## src/ras_pkg.sv

```systemverilog
// Constants, register map and field layout of the return address stack
package ras_pkg;
    localparam int RAS_PC_W = 21;
    localparam int RAS_PTR_W = 5;
    localparam int RAS_DEPTH = 31;
    localparam int RAS_ADDR_W = 4;
    localparam int RAS_DATA_W = 8;
    localparam int RAS_UPPER_W = RAS_PC_W - 16;

    localparam logic [RAS_PTR_W-1:0] RAS_PTR_EMPTY = 5'h00;
    localparam logic [RAS_PTR_W-1:0] RAS_PTR_LAST = 5'h1E;
    localparam logic [RAS_PTR_W-1:0] RAS_PTR_FULL = 5'h1F;
    localparam logic [RAS_PTR_W-1:0] RAS_PTR_STEP = 5'h01;
    localparam logic [RAS_PC_W-1:0] RAS_PC_STEP = 21'h0_0002;
    localparam logic [RAS_PC_W-1:0] RAS_PC_ZERO = 21'h0_0000;

    localparam logic [RAS_ADDR_W-1:0] RAS_OFS_PTR_STATUS = 4'h0;
    localparam logic [RAS_ADDR_W-1:0] RAS_OFS_TOP_LOW = 4'h1;
    localparam logic [RAS_ADDR_W-1:0] RAS_OFS_TOP_HIGH = 4'h2;
    localparam logic [RAS_ADDR_W-1:0] RAS_OFS_TOP_UPPER = 4'h3;

    localparam int RAS_BIT_FULL = 7;
    localparam int RAS_BIT_UNDERFLOW = 6;
    localparam int RAS_PTR_LSB = 0;

    localparam logic [RAS_DATA_W-1:0] RAS_RST_BYTE = 8'h00;
    localparam logic [RAS_DATA_W-1:0] RAS_RST_STATUS = 8'h00;
endpackage

```

## src/ras_return_stack.sv

```systemverilog
// Return address stack with pointer, sticky flags and one-level fast register stack
// How it works
// - Thirty-one 21-bit entries behind a 5-bit pointer, outside program and data space.
// - Calls, relative calls and interrupt acknowledges push the program counter.
// - Plain return, return with literal and return from interrupt pop the counter.
// - Push increments the pointer first, then writes the counter into that entry.
// - Pop moves the addressed entry to the counter, then decrements the pointer.
// - Calls and returns never touch the upper and high counter latches.
// - Every reset zeroes the pointer; pointer zero has no entry behind it.
// - Top-entry byte registers read and write the entry the pointer addresses.
// - Software reads and writes the pointer, any value zero to thirty-one.
// - Full flag sets after thirty-one pushes; only software or power-on clears it.
// - Fault reset enabled: thirty-first push stores counter plus two, flags, resets, zeroes pointer.
// - Fault reset disabled: pointer reaches thirty-one; further pushes neither write nor move.
// - Pop when empty loads zero, sets sticky underflow, pointer stays zero.
// - Full or underflow sets its flag, and resets the device only when enabled.
// - Fault reset disabled: underflow vectoring to zero is no reset; other registers keep their contents.
// - Explicit push increments the pointer and stores the current counter.
// - Explicit pop only decrements the pointer, exposing the previous entry.
// - Any interrupt vectoring loads hidden shadows of status, working and bank select.
// - Fast return from interrupt copies the shadows back.
// - Fast call saves into the shadows; fast return restores from them.
// - A nested interrupt overwrites the shadows of the one it interrupted.
// - Status register: full bit 7, underflow bit 6, clear-only; bit 5 zero; pointer bits 4..0.
`timescale 1ns/1ps
module ras_return_stack
    import ras_pkg::*;
(
    input wire logic CLOCK,
    input wire logic RESET_N,
    input wire logic DEVICE_RESET,
    input wire logic STACK_FAULT_RESET_ENABLE,
    input wire logic CALL_PUSH,
    input wire logic INT_ACK,
    input wire logic PUSH_INSTR,
    input wire logic RETURN_POP,
    input wire logic POP_INSTR,
    input wire logic FAST_OPTION,
    input wire logic [RAS_PC_W-1:0] PC_IN,
    input wire logic [RAS_DATA_W-1:0] STATUS_IN,
    input wire logic [RAS_DATA_W-1:0] WORKING_REGISTER_IN,
    input wire logic [RAS_DATA_W-1:0] BANK_SELECT_REGISTER_IN,
    output logic [RAS_PC_W-1:0] PC_OUT,
    output logic PC_LOAD,
    output logic FAST_RESTORE,
    output logic [RAS_DATA_W-1:0] STATUS_OUT,
    output logic [RAS_DATA_W-1:0] WORKING_REGISTER_OUT,
    output logic [RAS_DATA_W-1:0] BANK_SELECT_REGISTER_OUT,
    output logic STACK_FAULT_RESET,
    input wire logic [RAS_ADDR_W-1:0] REG_ADDR,
    input wire logic [RAS_DATA_W-1:0] REG_WDATA,
    input wire logic REG_WR,
    input wire logic REG_RD,
    output logic [RAS_DATA_W-1:0] REG_RDATA
);

    // Entry zero is never built: pointer zero only means empty
    logic [RAS_PC_W-1:0] stack_mem [1:RAS_DEPTH];

    logic [RAS_PTR_W-1:0] ptr_r;
    logic [RAS_PTR_W-1:0] ptr_nxt;
    logic full_r;
    logic underflow_r;
    logic [RAS_DATA_W-1:0] shadow_status_r;
    logic [RAS_DATA_W-1:0] shadow_working_r;
    logic [RAS_DATA_W-1:0] shadow_bank_r;

    logic push_req;
    logic pop_req;
    logic stack_empty;
    logic at_last;
    logic at_top;
    logic push_store;
    logic overflow_reset;
    logic underflow_hit;
    logic fault_reset;
    logic [RAS_PTR_W-1:0] ptr_inc;
    logic [RAS_PTR_W-1:0] ptr_dec;
    logic [RAS_PC_W-1:0] push_value;
    logic [RAS_PC_W-1:0] top_entry;
    logic wr_status;
    logic wr_top_low;
    logic wr_top_high;
    logic wr_top_upper;
    logic wr_top_any;
    logic shadow_load;
    logic shadow_restore;

    // Command decode; the core issues one stack command per cycle, push taking priority
    assign push_req = CALL_PUSH | INT_ACK | PUSH_INSTR;
    assign pop_req = ~push_req & (RETURN_POP | POP_INSTR);

    assign stack_empty = (ptr_r == RAS_PTR_EMPTY);
    assign at_last = (ptr_r == RAS_PTR_LAST);
    assign at_top = (ptr_r == RAS_PTR_FULL);
    assign ptr_inc = ptr_r + RAS_PTR_STEP;
    assign ptr_dec = ptr_r - RAS_PTR_STEP;

    assign top_entry = stack_empty ? RAS_PC_ZERO : stack_mem[ptr_r];

    // Once the pointer sits at the top a push writes nothing more
    assign push_store = push_req & ~at_top;
    assign overflow_reset = push_req & STACK_FAULT_RESET_ENABLE & (at_last | at_top);
    assign underflow_hit = pop_req & stack_empty;
    assign fault_reset = overflow_reset | (underflow_hit & STACK_FAULT_RESET_ENABLE);

    // Faulting thirty-first push stores the address after the call so the handler can find it
    assign push_value = (at_last & STACK_FAULT_RESET_ENABLE) ? PC_IN + RAS_PC_STEP : PC_IN;

    assign wr_status = REG_WR & (REG_ADDR == RAS_OFS_PTR_STATUS);
    assign wr_top_low = REG_WR & (REG_ADDR == RAS_OFS_TOP_LOW);
    assign wr_top_high = REG_WR & (REG_ADDR == RAS_OFS_TOP_HIGH);
    assign wr_top_upper = REG_WR & (REG_ADDR == RAS_OFS_TOP_UPPER);
    assign wr_top_any = wr_top_low | wr_top_high | wr_top_upper;

    assign shadow_load = INT_ACK | (CALL_PUSH & FAST_OPTION);
    assign shadow_restore = RETURN_POP & FAST_OPTION & ~push_req;

    // Pointer next value; core commands beat a software pointer write in the same cycle
    always_comb begin
        ptr_nxt = ptr_r;
        if (DEVICE_RESET) begin
            ptr_nxt = RAS_PTR_EMPTY;
        end else if (push_req) begin
            if (overflow_reset) begin
                ptr_nxt = RAS_PTR_EMPTY;
            end else if (at_top) begin
                ptr_nxt = RAS_PTR_FULL;
            end else begin
                ptr_nxt = ptr_inc;
            end
        end else if (pop_req) begin
            if (stack_empty) begin
                ptr_nxt = RAS_PTR_EMPTY;
            end else begin
                ptr_nxt = ptr_dec;
            end
        end else if (wr_status) begin
            ptr_nxt = REG_WDATA[RAS_PTR_LSB +: RAS_PTR_W];
        end
    end

    always_ff @(posedge CLOCK) begin
        if (!RESET_N) begin
            ptr_r <= RAS_PTR_EMPTY;
        end else begin
            ptr_r <= ptr_nxt;
        end
    end

    // Sticky flags: only power-on reset or a software zero clears them, and a new event wins
    always_ff @(posedge CLOCK) begin
        if (!RESET_N) begin
            full_r <= 1'b0;
        end else if (push_req & (at_last | at_top)) begin
            full_r <= 1'b1;
        end else if (wr_status & ~REG_WDATA[RAS_BIT_FULL]) begin
            full_r <= 1'b0;
        end
    end

    always_ff @(posedge CLOCK) begin
        if (!RESET_N) begin
            underflow_r <= 1'b0;
        end else if (underflow_hit) begin
            underflow_r <= 1'b1;
        end else if (wr_status & ~REG_WDATA[RAS_BIT_UNDERFLOW]) begin
            underflow_r <= 1'b0;
        end
    end

    // Stack RAM has no reset; a push drops a top-entry write arriving in the same cycle
    // Any push refuses the write, even a refused push at the top that stores nothing
    always_ff @(posedge CLOCK) begin
        if (push_store & ~DEVICE_RESET) begin
            stack_mem[ptr_inc] <= push_value;
        end else if (wr_top_any & ~stack_empty & ~pop_req & ~push_req) begin
            if (wr_top_low) begin
                stack_mem[ptr_r][7:0] <= REG_WDATA;
            end
            if (wr_top_high) begin
                stack_mem[ptr_r][15:8] <= REG_WDATA;
            end
            if (wr_top_upper) begin
                stack_mem[ptr_r][RAS_PC_W-1:16] <= REG_WDATA[RAS_UPPER_W-1:0];
            end
        end
    end

    // Return path drives only the counter itself, never its latch registers
    always_ff @(posedge CLOCK) begin
        if (!RESET_N) begin
            PC_OUT <= RAS_PC_ZERO;
            PC_LOAD <= 1'b0;
        end else begin
            PC_LOAD <= RETURN_POP & ~push_req;
            if (RETURN_POP & ~push_req) begin
                // Empty stack returns zero, vectoring without a reset unless fault reset is enabled
                PC_OUT <= top_entry;
            end
        end
    end

    always_ff @(posedge CLOCK) begin
        if (!RESET_N) begin
            STACK_FAULT_RESET <= 1'b0;
        end else begin
            STACK_FAULT_RESET <= fault_reset & ~DEVICE_RESET;
        end
    end

    // Shadows are hidden from software; later interrupts simply overwrite them
    always_ff @(posedge CLOCK) begin
        if (!RESET_N) begin
            shadow_status_r <= RAS_RST_BYTE;
            shadow_working_r <= RAS_RST_BYTE;
            shadow_bank_r <= RAS_RST_BYTE;
        end else if (shadow_load) begin
            shadow_status_r <= STATUS_IN;
            shadow_working_r <= WORKING_REGISTER_IN;
            shadow_bank_r <= BANK_SELECT_REGISTER_IN;
        end
    end

    always_ff @(posedge CLOCK) begin
        if (!RESET_N) begin
            FAST_RESTORE <= 1'b0;
            STATUS_OUT <= RAS_RST_BYTE;
            WORKING_REGISTER_OUT <= RAS_RST_BYTE;
            BANK_SELECT_REGISTER_OUT <= RAS_RST_BYTE;
        end else begin
            FAST_RESTORE <= shadow_restore;
            if (shadow_restore) begin
                STATUS_OUT <= shadow_status_r;
                WORKING_REGISTER_OUT <= shadow_working_r;
                BANK_SELECT_REGISTER_OUT <= shadow_bank_r;
            end
        end
    end

    // Read data stand one cycle after the strobe; unmapped offsets read zero
    always_ff @(posedge CLOCK) begin
        if (!RESET_N) begin
            REG_RDATA <= RAS_RST_BYTE;
        end else if (REG_RD) begin
            unique case (REG_ADDR)
                RAS_OFS_PTR_STATUS: begin
                    REG_RDATA <= {full_r, underflow_r, 1'b0, ptr_r};
                end
                RAS_OFS_TOP_LOW: begin
                    REG_RDATA <= top_entry[7:0];
                end
                RAS_OFS_TOP_HIGH: begin
                    REG_RDATA <= top_entry[15:8];
                end
                RAS_OFS_TOP_UPPER: begin
                    REG_RDATA <= {3'h0, top_entry[RAS_PC_W-1:16]};
                end
                default: begin
                    REG_RDATA <= RAS_RST_BYTE;
                end
            endcase
        end else begin
            REG_RDATA <= RAS_RST_BYTE;
        end
    end
endmodule

```

## config.mk

```make
export PLATFORM = sky130hd
export DESIGN_NAME = ras_return_stack
export DESIGN_NICKNAME = d
export VERILOG_FILES = /design/src/ras_pkg.sv /design/src/ras_return_stack.sv
export SDC_FILE = /design/constraint.sdc
export NUM_CORES = 1
export LEC_CHECK = 0
export ABC_AREA = 1
export BUFFER_PORTS_ARGS = -buffer_cell sky130_fd_sc_hd__buf_4
export CORE_UTILIZATION = 63
export CTS_BUF_LIST = sky130_fd_sc_hd__clkbuf_4 sky130_fd_sc_hd__clkbuf_8 sky130_fd_sc_hd__clkbuf_16
export DETAILED_ROUTE_END_ITERATION = 8
export PLACE_DENSITY_LB_ADDON = 0.2
export SLEW_MARGIN = 20
export SYNTH_ARGS = -nofsm -noshare
export SYNTH_HDL_FRONTEND = slang
export SYNTH_SLANG_ARGS = --single-unit
```

## constraint.sdc

```tcl
create_clock -name CLOCK -period 5.4 [get_ports CLOCK]
set_input_delay 1.08 -clock CLOCK [delete_from_list [all_inputs] [get_ports CLOCK]]
set_output_delay 1.08 -clock CLOCK [all_outputs]
set_load 0.01 [all_outputs]
```

# [Word level (Yosys, flattened, before mapping)]
# Memory sizes are Yosys's and may differ from the RTL's. A register that Yosys moved wholly into a read port is not among the register bits.
# Index checks and enable logic that the tools add are counted.
[op_classes] mux=32 shift=0 n_eq_ne=5 div=0 order_cmp=0 addsub=3 multipliers=0 bitwise_logic=39 reduce_logical=8
[ops] cell="21-bit two-way mux" count=3
[ops] cell="5-bit two-way mux" count=9
[ops] cell="8-bit one-hot mux with 4 select lines" count=1
[ops] cell="1-bit bitwise AND" count=23
[ops] cell="21-bit by 2-bit adder with 21-bit output (second input constant)" count=1
[ops] cell="21-bit OR reduction" count=1
[ops] cell="1-bit two-way mux" count=18
[ops] cell="5-bit equality test (second input constant)" count=2
[ops] cell="4-bit by 2-bit equality test with 1-bit output (second input constant)" count=2
[ops] cell="1-bit inverter" count=8
[ops] cell="1-bit OR" count=8
[ops] cell="5-bit by 1-bit adder with 5-bit output (second input constant)" count=1
[ops] cell="5-bit zero test" count=1
[ops] cell="5-bit by 1-bit subtractor with 5-bit output (second input constant)" count=1
[ops] cell="4-bit by 1-bit equality test with 1-bit output (second input constant)" count=1
[ops] cell="4-bit zero test" count=1
[ops] cell="2-bit nonzero test" count=2
[ops] cell="3-bit two-way mux" count=1
[ops] cell="3-bit nonzero test" count=1
[ops] cell="2-bit AND reduction" count=1
[ops] cell="2-bit OR reduction" count=1
[totals] out_inout_bits=56 in_bits=69 ram_bits=651 register_bits=87 word_cells=102 latchBits=0 n_memories=1 romBits=0
[memory_table] name="stack_mem" words=31 width=21 read_ports=1 rd_ports_with_merged_regs=1 wr=1 line_no="ras_return_stack.sv:58" text="logic [RAS_PC_W-1:0] stack_mem [1:RAS_DEPTH];"

# [Depth between registers and ports, before layout]
# Gate-level depths: netlist (run 1).
[logic_depth] depth_word=12 ltp_mapped=15 depth_no_buf=14

# [Worst setup path before layout (run 1)]
# OpenSTA, ideal clock, no wires.
[synth_path] path_type="input to register" from="in INT_ACK" to="mem stack_mem[10][5] (data pin)" arrival_time_ps=3239 setup_slack_ps=1714 cell_stages=7 setup_time_ps=446 n_path_buf=2 t_required_ps=4954 path_cell_list="nor2_4 nand2_2 nor2_8 nand2_1 buf_6 clkbuf_1 o21ai_0"
[synth_via] elab_chain_len=12 elab_cells_between_ends=20 classes_between="mux (10); bitwise (9); reduce/logical (1)"
[synth_lines] item="from (decl)" line_no="ras_return_stack.sv:34" text="input wire logic INT_ACK,"
[synth_lines] item="1-bit OR * (2 in series)" line_no="ras_return_stack.sv:90" text="assign push_req = CALL_PUSH | INT_ACK | PUSH_INSTR;"
[synth_lines] item="1-bit inverter" line_no="ras_return_stack.sv:91, ras_return_stack.sv:177"
[synth_lines] item="1-bit bitwise AND" line_no="ras_return_stack.sv:91" text="assign pop_req = ~push_req & (RETURN_POP | POP_INSTR);"
[synth_lines] item="1-bit inverter" line_no="ras_return_stack.sv:177" text="end else if (wr_top_any & ~stack_empty & ~pop_req & ~push_req) begin"
[synth_lines] item="1-bit bitwise AND (2 in series)" line_no="ras_return_stack.sv:177"
[synth_lines] item="1-bit two-way mux" line_no="ras_return_stack.sv:177"
[synth_lines] item="1-bit two-way mux" line_no="ras_return_stack.sv:175" text="if (push_store & ~DEVICE_RESET) begin"
[synth_lines] item="1-bit two-way mux, on equally long branches" line_no="ras_return_stack.sv:179, ras_return_stack.sv:182, ras_return_stack.sv:185"
[synth_lines] item="21-bit OR reduction (no line) *"
[synth_lines] item="21-bit two-way mux (no line) *"
[synth_lines] item="to (decl)" line_no="ras_return_stack.sv:58"
# Mark *: on every way between the ends. The rest lies on a longest branch, timed or not.

# [Final worst setup path (run 1)]
[layout_path] from="reg ptr_r[0]" to="mem stack_mem[31][6], enable pin"
[layout_via] elab_chain_len=10 elab_cells_between_ends=24 classes_between="add/sub (1); eq/ne (1); mux (13); bitwise (7); reduce/logical (2)"
[layout_lines] item="from (decl)" line_no="ras_return_stack.sv:60" text="logic [RAS_PTR_W-1:0] ptr_r;"
[layout_lines] item="from (signal assigned)" line_no="ras_return_stack.sv:147" text="ptr_r <= ptr_nxt;"
[layout_lines] item="5-bit zero test" line_no="ras_return_stack.sv:93" text="assign stack_empty = (ptr_r == RAS_PTR_EMPTY);"
[layout_lines] item="1-bit inverter" line_no="ras_return_stack.sv:177"
[layout_lines] item="1-bit bitwise AND (3 in series)" line_no="ras_return_stack.sv:177"
[layout_lines] item="1-bit two-way mux" line_no="ras_return_stack.sv:177"
[layout_lines] item="1-bit two-way mux" line_no="ras_return_stack.sv:175"
[layout_lines] item="1-bit two-way mux, on equally long branches" line_no="ras_return_stack.sv:179, ras_return_stack.sv:182, ras_return_stack.sv:185"
[layout_lines] item="21-bit OR reduction (no line)"
[layout_lines] item="5-bit two-way mux (no line) or 3-bit two-way mux (tied branches)"
# Several ways; a longest one is shown, not always the timed one.

==> results.cfg, run 1 <==
[setup_path]
rr_startpoint = ptr_r[0]
cp-startpoint = ptr_r[0]
setup.worst_path.start_class = flip-flop
cp_top_family = simple AND/OR/NAND/NOR gates
crit_required_ns = 5.64
crit_type = flip-flop to flip-flop
path_buf_inv = 5
arrival_ns = 4.22
crit_fanout = 45
end_kind = flip-flop
slowest_delay_ns = 0.65
crit_chain = inv_1, ha_1, nand3_4, inv_2, nor2_2, nand2_1, buf_4, nand2_2, o21ai_2, inv_2, nor2_2, nand2_1, inv_2, nand2_1, nor2_1
cp_slowest_cell = nor2_1

[sta]
tightest_slew_ns = 1.12
min_period_ns = 3.98
fin_setup_tns_ns = 0
slew_headroom_pct = 24.6
finalHoldViolations = 0
rsz0062_at_grt = no
max_freq_mhz = 251
clock_skew_ns = 0.0286
slew_viol_final = 0
finalCritPeriodShare_pct = 73.7
hold_slack_ns = 0.463
finalSetupViolCount = 0

[place]
post_dp_cell_area_sq_mm = 0.0334
port_buffers = 124
gp_congestion = 0.936
hpwl_um = 52300

[final_layout]
antenna_cells = 0
nFillCells = 3369
final_core_util_pct = 72.6
fin_nets = 3298
syn_to_final_growth_pct = 12.7
layout-drive-gt1-share_pct = 11.0
final_cell_area_sq_mm = 0.0359

[synthesis]
yosysWarnings = 0
avgSynthCellArea_sq_um = 10.1
ys_seq_area_share_pct = 67.2
ys_ff_latch = 743
yosysUniqueCellTypes = 38
syn_inst = 3149
synth_edf_count = 651
synth-main-ff-cell = edfxtp_1
synth_top_area_share_pct = 61.4
ys_top_cells_by_area = edfxtp_1 (61%), nand2_1 (11%), nand3_1 (7.3%), dfxtp_1 (5.8%), inv_1 (3.0%)
netlist_area_sq_mm = 0.0318
synth_nets = 3225
synth_area_leader_cell = edfxtp_1
ys_async_sr_fraction_pct = 0

[power]
power_frac_seq_pct = 51.7
p_comb_share_pct = 6.4
p_int_uw = 9490
power_switching_uw = 2750
pwr_density_cell_mw_per_mm2 = 341
swShare_pct = 22.4
p_clk_share_pct = 41.8
vdd_drop_max_v = 0.000304
power_leakage_uw = 0.0142
total_power_uw = 12200

[clock_tree]
cts.sinks = 743
cts_hold_buf = 0
clockRootBuffer = clkbuf_16
cts_resized = 0
cts_tree = yes
cts_made_buffers = 74
cts_setup_buffers = 0
clkSlewWorstSetupHoldPaths_ns = 0.06
h-tree-depth = 3
clkLatencyLatePin_ns = 0.63
clockBufferDepth = 3

[detailed_routing]
via_per_inst = 5.95
drtIter0Drc = 3016
ant_nets = 0
first_pass_iters = 6
wl_per_cell_um = 21.3
remaining_drc_errors = 0
routed_wl_um = 84100
vias = 23500

[die]
chipHeight_um = 227
core-area_sq_mm = 0.0494
start_util_pct = 64.5
dieArea_sq_mm = 0.0514
die_x_um = 227
num_io_pins = 125
fp-row-count = 81

[global_route]
grt_pass1_vias = 22300
grt-ovfl-total = 0
grt_pass1_wl_um = 127000
antenna_found_initial = 0
grt_max_degree = 208
grt_usage_pct = 33.3

[min_path]
hold_path.class = flip-flop to flip-flop
hold_path.startpoint = WORKING_REGISTER_OUT[3]

[job]
drv_cap = 0

[run_status]
status = finished clean
path summary, 6_finish.rpt:
kind	endpoint	slack, ns	cells after the start
worst min-delay path	WORKING_REGISTER_OUT[3]	0.46	2
worst min register to register	WORKING_REGISTER_OUT[3]	0.46	2
worst max register to register	stack_mem[31][6]	1.42	15
worst max-delay path	stack_mem[31][6]	1.42	15
cells in the final DEF (no fill, tap or decap), types with 17 or more instances in the layout:
master	instances
edfxtp_1	651
inv_1	249
nand4_1	27
o21ai_0	102
clkbuf_16	77
nor2_1	203
nand3_1	462
nand2_1	932
clkbuf_4	17
buf_4	176
a21oi_1	90
o211ai_1	17
nor3_1	55
dfxtp_1	88
synthesized netlist by cell type, types with 6 or more instances:
cell	number
a21oi_1	90
a31oi_1	6
buf_1	33
buf_2	31
clkbuf_1	117
dfxtp_1	92
edfxtp_1	651
ha_1	7
inv_1	252
inv_2	14
nand2_1	932
nand3_1	462
nand4_1	27
nor2_1	204
nor3_1	57
o211ai_1	17
o21ai_0	109
sequential cells by signal (all words and copies together), names as in the netlist, 8 cells and up, named ones only:
register                  count
STATUS_OUT                    8
shadow_bank_r                 8
stack_mem                   651
REG_RDATA                     8
BANK_SELECT_REGISTER_OUT      8
shadow_status_r               8
PC_OUT                       21
WORKING_REGISTER_OUT          8
shadow_working_r              8
through the flow:
| stage | setup slack (ns) | std cells |
|---|---|---|
| after detailed placement | 1.03 | 3810 |
| after global routing | 1.22 | 3941 |
| after floorplan | 1.71 | 3149 |
| final | 1.42 | 3941 |
| after global placement | 1.14 | 3810 |
| after CTS | 1.51 | 3941 |
worst reg2reg max path: stages, from the launching register on:
cell and delay [ns]:
dfxtp_1 0.35, inv_1 0.28, ha_1 0.27, nand3_4 0.40
inv_2 0.18, nor2_2 0.06, nand2_1 0.09, buf_4 0.30
nand2_2 0.08, o21ai_2 0.11, inv_2 0.10, nor2_2 0.14
nand2_1 0.25, inv_2 0.15, nand2_1 0.21, nor2_1 0.65
routing by layer:
metal | part of all wire [%] | routed length (um) | vias up | GRT usage [%]
li1 | - | - | 10800 | -
met1 | 39 | 32400 | 11100 | 45.3
met2 | 47 | 39400 | 1404 | 52.4
met3 | 10 | 8490 | 220 | 5.86
met4 | 4.5 | 3800 | 0 | 15.4
met5 | 0 | 0 | - | 0
area by class of cell:
| cell class | count | area [sq um] | area share, % |
|---|---|---|---|
| clock inverter | 35 | 348 | 0.970 |
| sequential | 743 | 21400 | 59.7 |
| inverter | 268 | 1020 | 2.85 |
| tap | 664 | 831 | 2.32 |
| multi-input combinational | 1956 | 8780 | 24.5 |
| timing repair buffer | 179 | 1380 | 3.85 |
| clock buffer | 96 | 2080 | 5.81 |
cell families after synthesis:
group	count (synthesis)	share of synthesized area, %
xor gates and xnor gates	10	0.334
AOI/OAI and AO/OA	238	4.03
adders and majority gates	7	0.275
buffers and inverters	450	5.45
and+or+nand+nor	1701	22.7
DFF	743	67.2
power by group through the flow:
stage | registers (uW) | logic [uW] | clock network [uW]
after floorplan | 6440 | 484 | 0
after global routing | 6330 | 852 | 5360
final | 6330 | 788 | 5120
after global placement | 6450 | 755 | 0
after CTS | 6330 | 772 | 5140
after detailed placement | 6450 | 767 | 0
Note: power is estimated with default switching activity, not from simulation.
==> run 2, diff against run 1 <==
--- a/config.mk
+++ b/config.mk
@@ -5,9 +5,9 @@
 export SDC_FILE = /design/constraint.sdc
 export NUM_CORES = 1
 export LEC_CHECK = 0
-export ABC_AREA = 1
+export ABC_AREA = 0
 export BUFFER_PORTS_ARGS = -buffer_cell sky130_fd_sc_hd__buf_4
-export CORE_UTILIZATION = 63
+export CORE_UTILIZATION = 55
 export CTS_BUF_LIST = sky130_fd_sc_hd__clkbuf_4 sky130_fd_sc_hd__clkbuf_8 sky130_fd_sc_hd__clkbuf_16
 export DETAILED_ROUTE_END_ITERATION = 8
 export PLACE_DENSITY_LB_ADDON = 0.2
==> constraint.sdc (replaced) <==
create_clock -name CLOCK -period 3.3 [get_ports CLOCK]
set_input_delay 0.66 -clock CLOCK [delete_from_list [all_inputs] [get_ports CLOCK]]
set_output_delay 0.66 -clock CLOCK [all_outputs]
set_load 0.01 [all_outputs]
==> run 2 against run 1 <==
Core utilization is 7.0 points lower. Worst hold slack worse by 0.15 ns. Critical path type unchanged. Clock power is 64% higher. Wire length is 8.2% lower. Sequential cell count stayed put. First-iteration DRC count is 29% lower. Clock-buffer cell count is 4 lower. The run now ends with negative setup slack left. Critical path depth is 8 lower. Cell area is 1.5% lower. Clock skew is 0.0070 ns lower. Critical endpoint is now stack_mem[26][19].
==> results.cfg, run 2 <==
[run_status]
status = complete, but fails checks
violations = negative setup slack

[synthesis]
synth_area_leader_cell = edfxtp_1
ys_seq_area_share_pct = 71.4
ys_top_cells_by_area = edfxtp_1 (65%), mux4_2 (10%), dfxtp_1 (6.1%), mux2i_1 (2.9%), nor2_1 (1.9%)
synth_top_area_share_pct = 65.2
synth_most_common_cell = edfxtp_1
synth_nets = 1837
netlist_area_sq_mm = 0.0300
yosys-top-cells-count = edfxtp_1 (651), nor2_1 (148), mux4_2 (137), nand2_1 (137), dfxtp_1 (92)
synth-main-ff-cell = edfxtp_1
ys_ff_latch = 743
syn_inst = 1761
yosysWarnings = 0
yosysUniqueCellTypes = 69
avgSynthCellArea_sq_um = 17.0
synth_edf_count = 651
ys_async_sr_fraction_pct = 0

[clock_tree]
clockBufferDepth = 3
cts_hold_buf = 0
cts_setup_buffers = 0
cts_tree = yes
clockRootBuffer = clkbuf_16
cts_resized = 1
clkSlewWorstSetupHoldPaths_ns = 0.06
h-tree-depth = 3
cts.sinks = 743
clkLatencyLatePin_ns = 0.61
cts_made_buffers = 75

[detailed_routing]
ant_nets = 0
routed_wl_um = 77200
remaining_drc_errors = 0
first_pass_iters = 5
wl_per_cell_um = 27.6
drtIter0Drc = 2137
vias = 17600
via_per_inst = 6.30

[global_route]
busiest_layer = met1
use_met1_pct = 42.2
grtUsageMet2_pct = 42.2
grt_max_degree = 75
grt_pass1_vias = 17200
use_met3_pct = 5.44
grt_usage_pct = 28.3
antenna_found_initial = 1
grt_pass1_wl_um = 115000
grt-ovfl-total = 0

[final_layout]
syn_to_final_growth_pct = 17.8
final_cell_area_sq_mm = 0.0353
reg_top3 = stack_mem (651), PC_OUT (21)
final_cell_mix = edfxtp_1 (651), buf_4 (304), nor2_1 (148)
antenna_cells = 0
largest_register = stack_mem
layout-drive-gt1-share_pct = 29.7
nFillCells = 3666
fin_nets = 2126
layout_commonest_cell = edfxtp_1
final-instance-count-excl-fill = 2798
largest_reg_flops = 651

[sta]
finalCritPeriodShare_pct = 103
finalSetupViolCount = 134
worst_slack_ns = -0.112
slew_headroom_pct = 28.0
finalHoldViolations = 0
min_period_ns = 3.41
hold_slack_ns = 0.318
tightest_slew_ns = 1.08
slew_viol_final = 0
max_freq_mhz = 293
rsz0062_at_grt = yes
clock_skew_ns = 0.0216

[setup_path]
crit_fanout = 6
crit_type = flip-flop to flip-flop
setup.worst_path.start_class = flip-flop
arrival_ns = 3.67
end_kind = flip-flop
crit_required_ns = 3.55

[die]
chipHeight_um = 235
start_util_pct = 55.7
dieArea_sq_mm = 0.0554
die_x_um = 235
fp-row-count = 85
num_io_pins = 125
core-area_sq_mm = 0.0538

[place]
hpwl_um = 50700
placed_cells = 2669
post_dp_cell_area_sq_mm = 0.0329
gp_congestion = 0.928
port_buffers = 124
pre_cts_ws_ns = -0.107

[power]
power_leakage_uw = 0.0118
pwr_density_cell_mw_per_mm2 = 562
vdd_drop_max_v = 0.000423
total_power_uw = 19800

[job]
drv_cap = 0

[min_path]
hold_path.class = input pin to flip-flop
## run 2: metrics by stage
step,setup TNS [ns],utilization [%]
finish,-6.24,65.6
global route,-22.22,65.6
CTS,-2.77,65.6
detailed placement,-2.51,61.1
global placement,-0.367,61.1
floorplan,-31.58,-
## run 2: worst max-delay path, cell delays in order (launching register included)
cell,delay (ns)
dfxtp_1,0.31
inv_1,0.07
ha_1,0.15
or4b_1,0.47
and4_1,0.36
o31ai_2,0.79
nand3_1,0.44
nor2_1,0.46
## run 2: final timing paths
kind | start | to | slack (ns) | cells past startpoint
min | FAST_OPTION | FAST_RESTORE | 0.32 | 2
min reg2reg | PC_OUT[20] | PC_OUT[20] | 0.46 | 2
max | ptr_r[0] | stack_mem[26][19] | -0.11 | 7
max reg2reg | ptr_r[0] | stack_mem[26][19] | -0.11 | 7
## run 2: cell type report
class                      count  area (sq um)  area share, %
sequential                   743         21400           60.6
clock inverter                37           348          0.985
multi-input combinational    899          8050           22.8
clock buffer                  92          2080           5.90
inverter                      17          63.8          0.181
timing repair buffer         314          2480           7.03
tap                          696           871           2.47
## run 2: where the power goes
part	internal [uW]	switching [uW]
Clock	4940	3450
Combinational	444	678
Sequential	10300	42.5
## run 2: routing by layer
metal	share of wire, %	wire length (um)
met5	0	0
met2	46	35300
met4	2.7	2060
met1	42	32400
met3	9.7	7460
## run 2: kinds of logic (layout without fill, tap and decap cells)
logic type                 Yosys count  after routing  share of synthesized area (%)
xor gates and xnor gates            23             23                          0.672
and+or+nand+nor                    408            408                           6.05
buffers and inverters              119            460                           2.12
DFF                                743            743                           71.4
muxes                              243            243                           14.1
AOI/OAI and AO/OA                  218            218                           5.44
adders and majority gates            7              7                          0.292
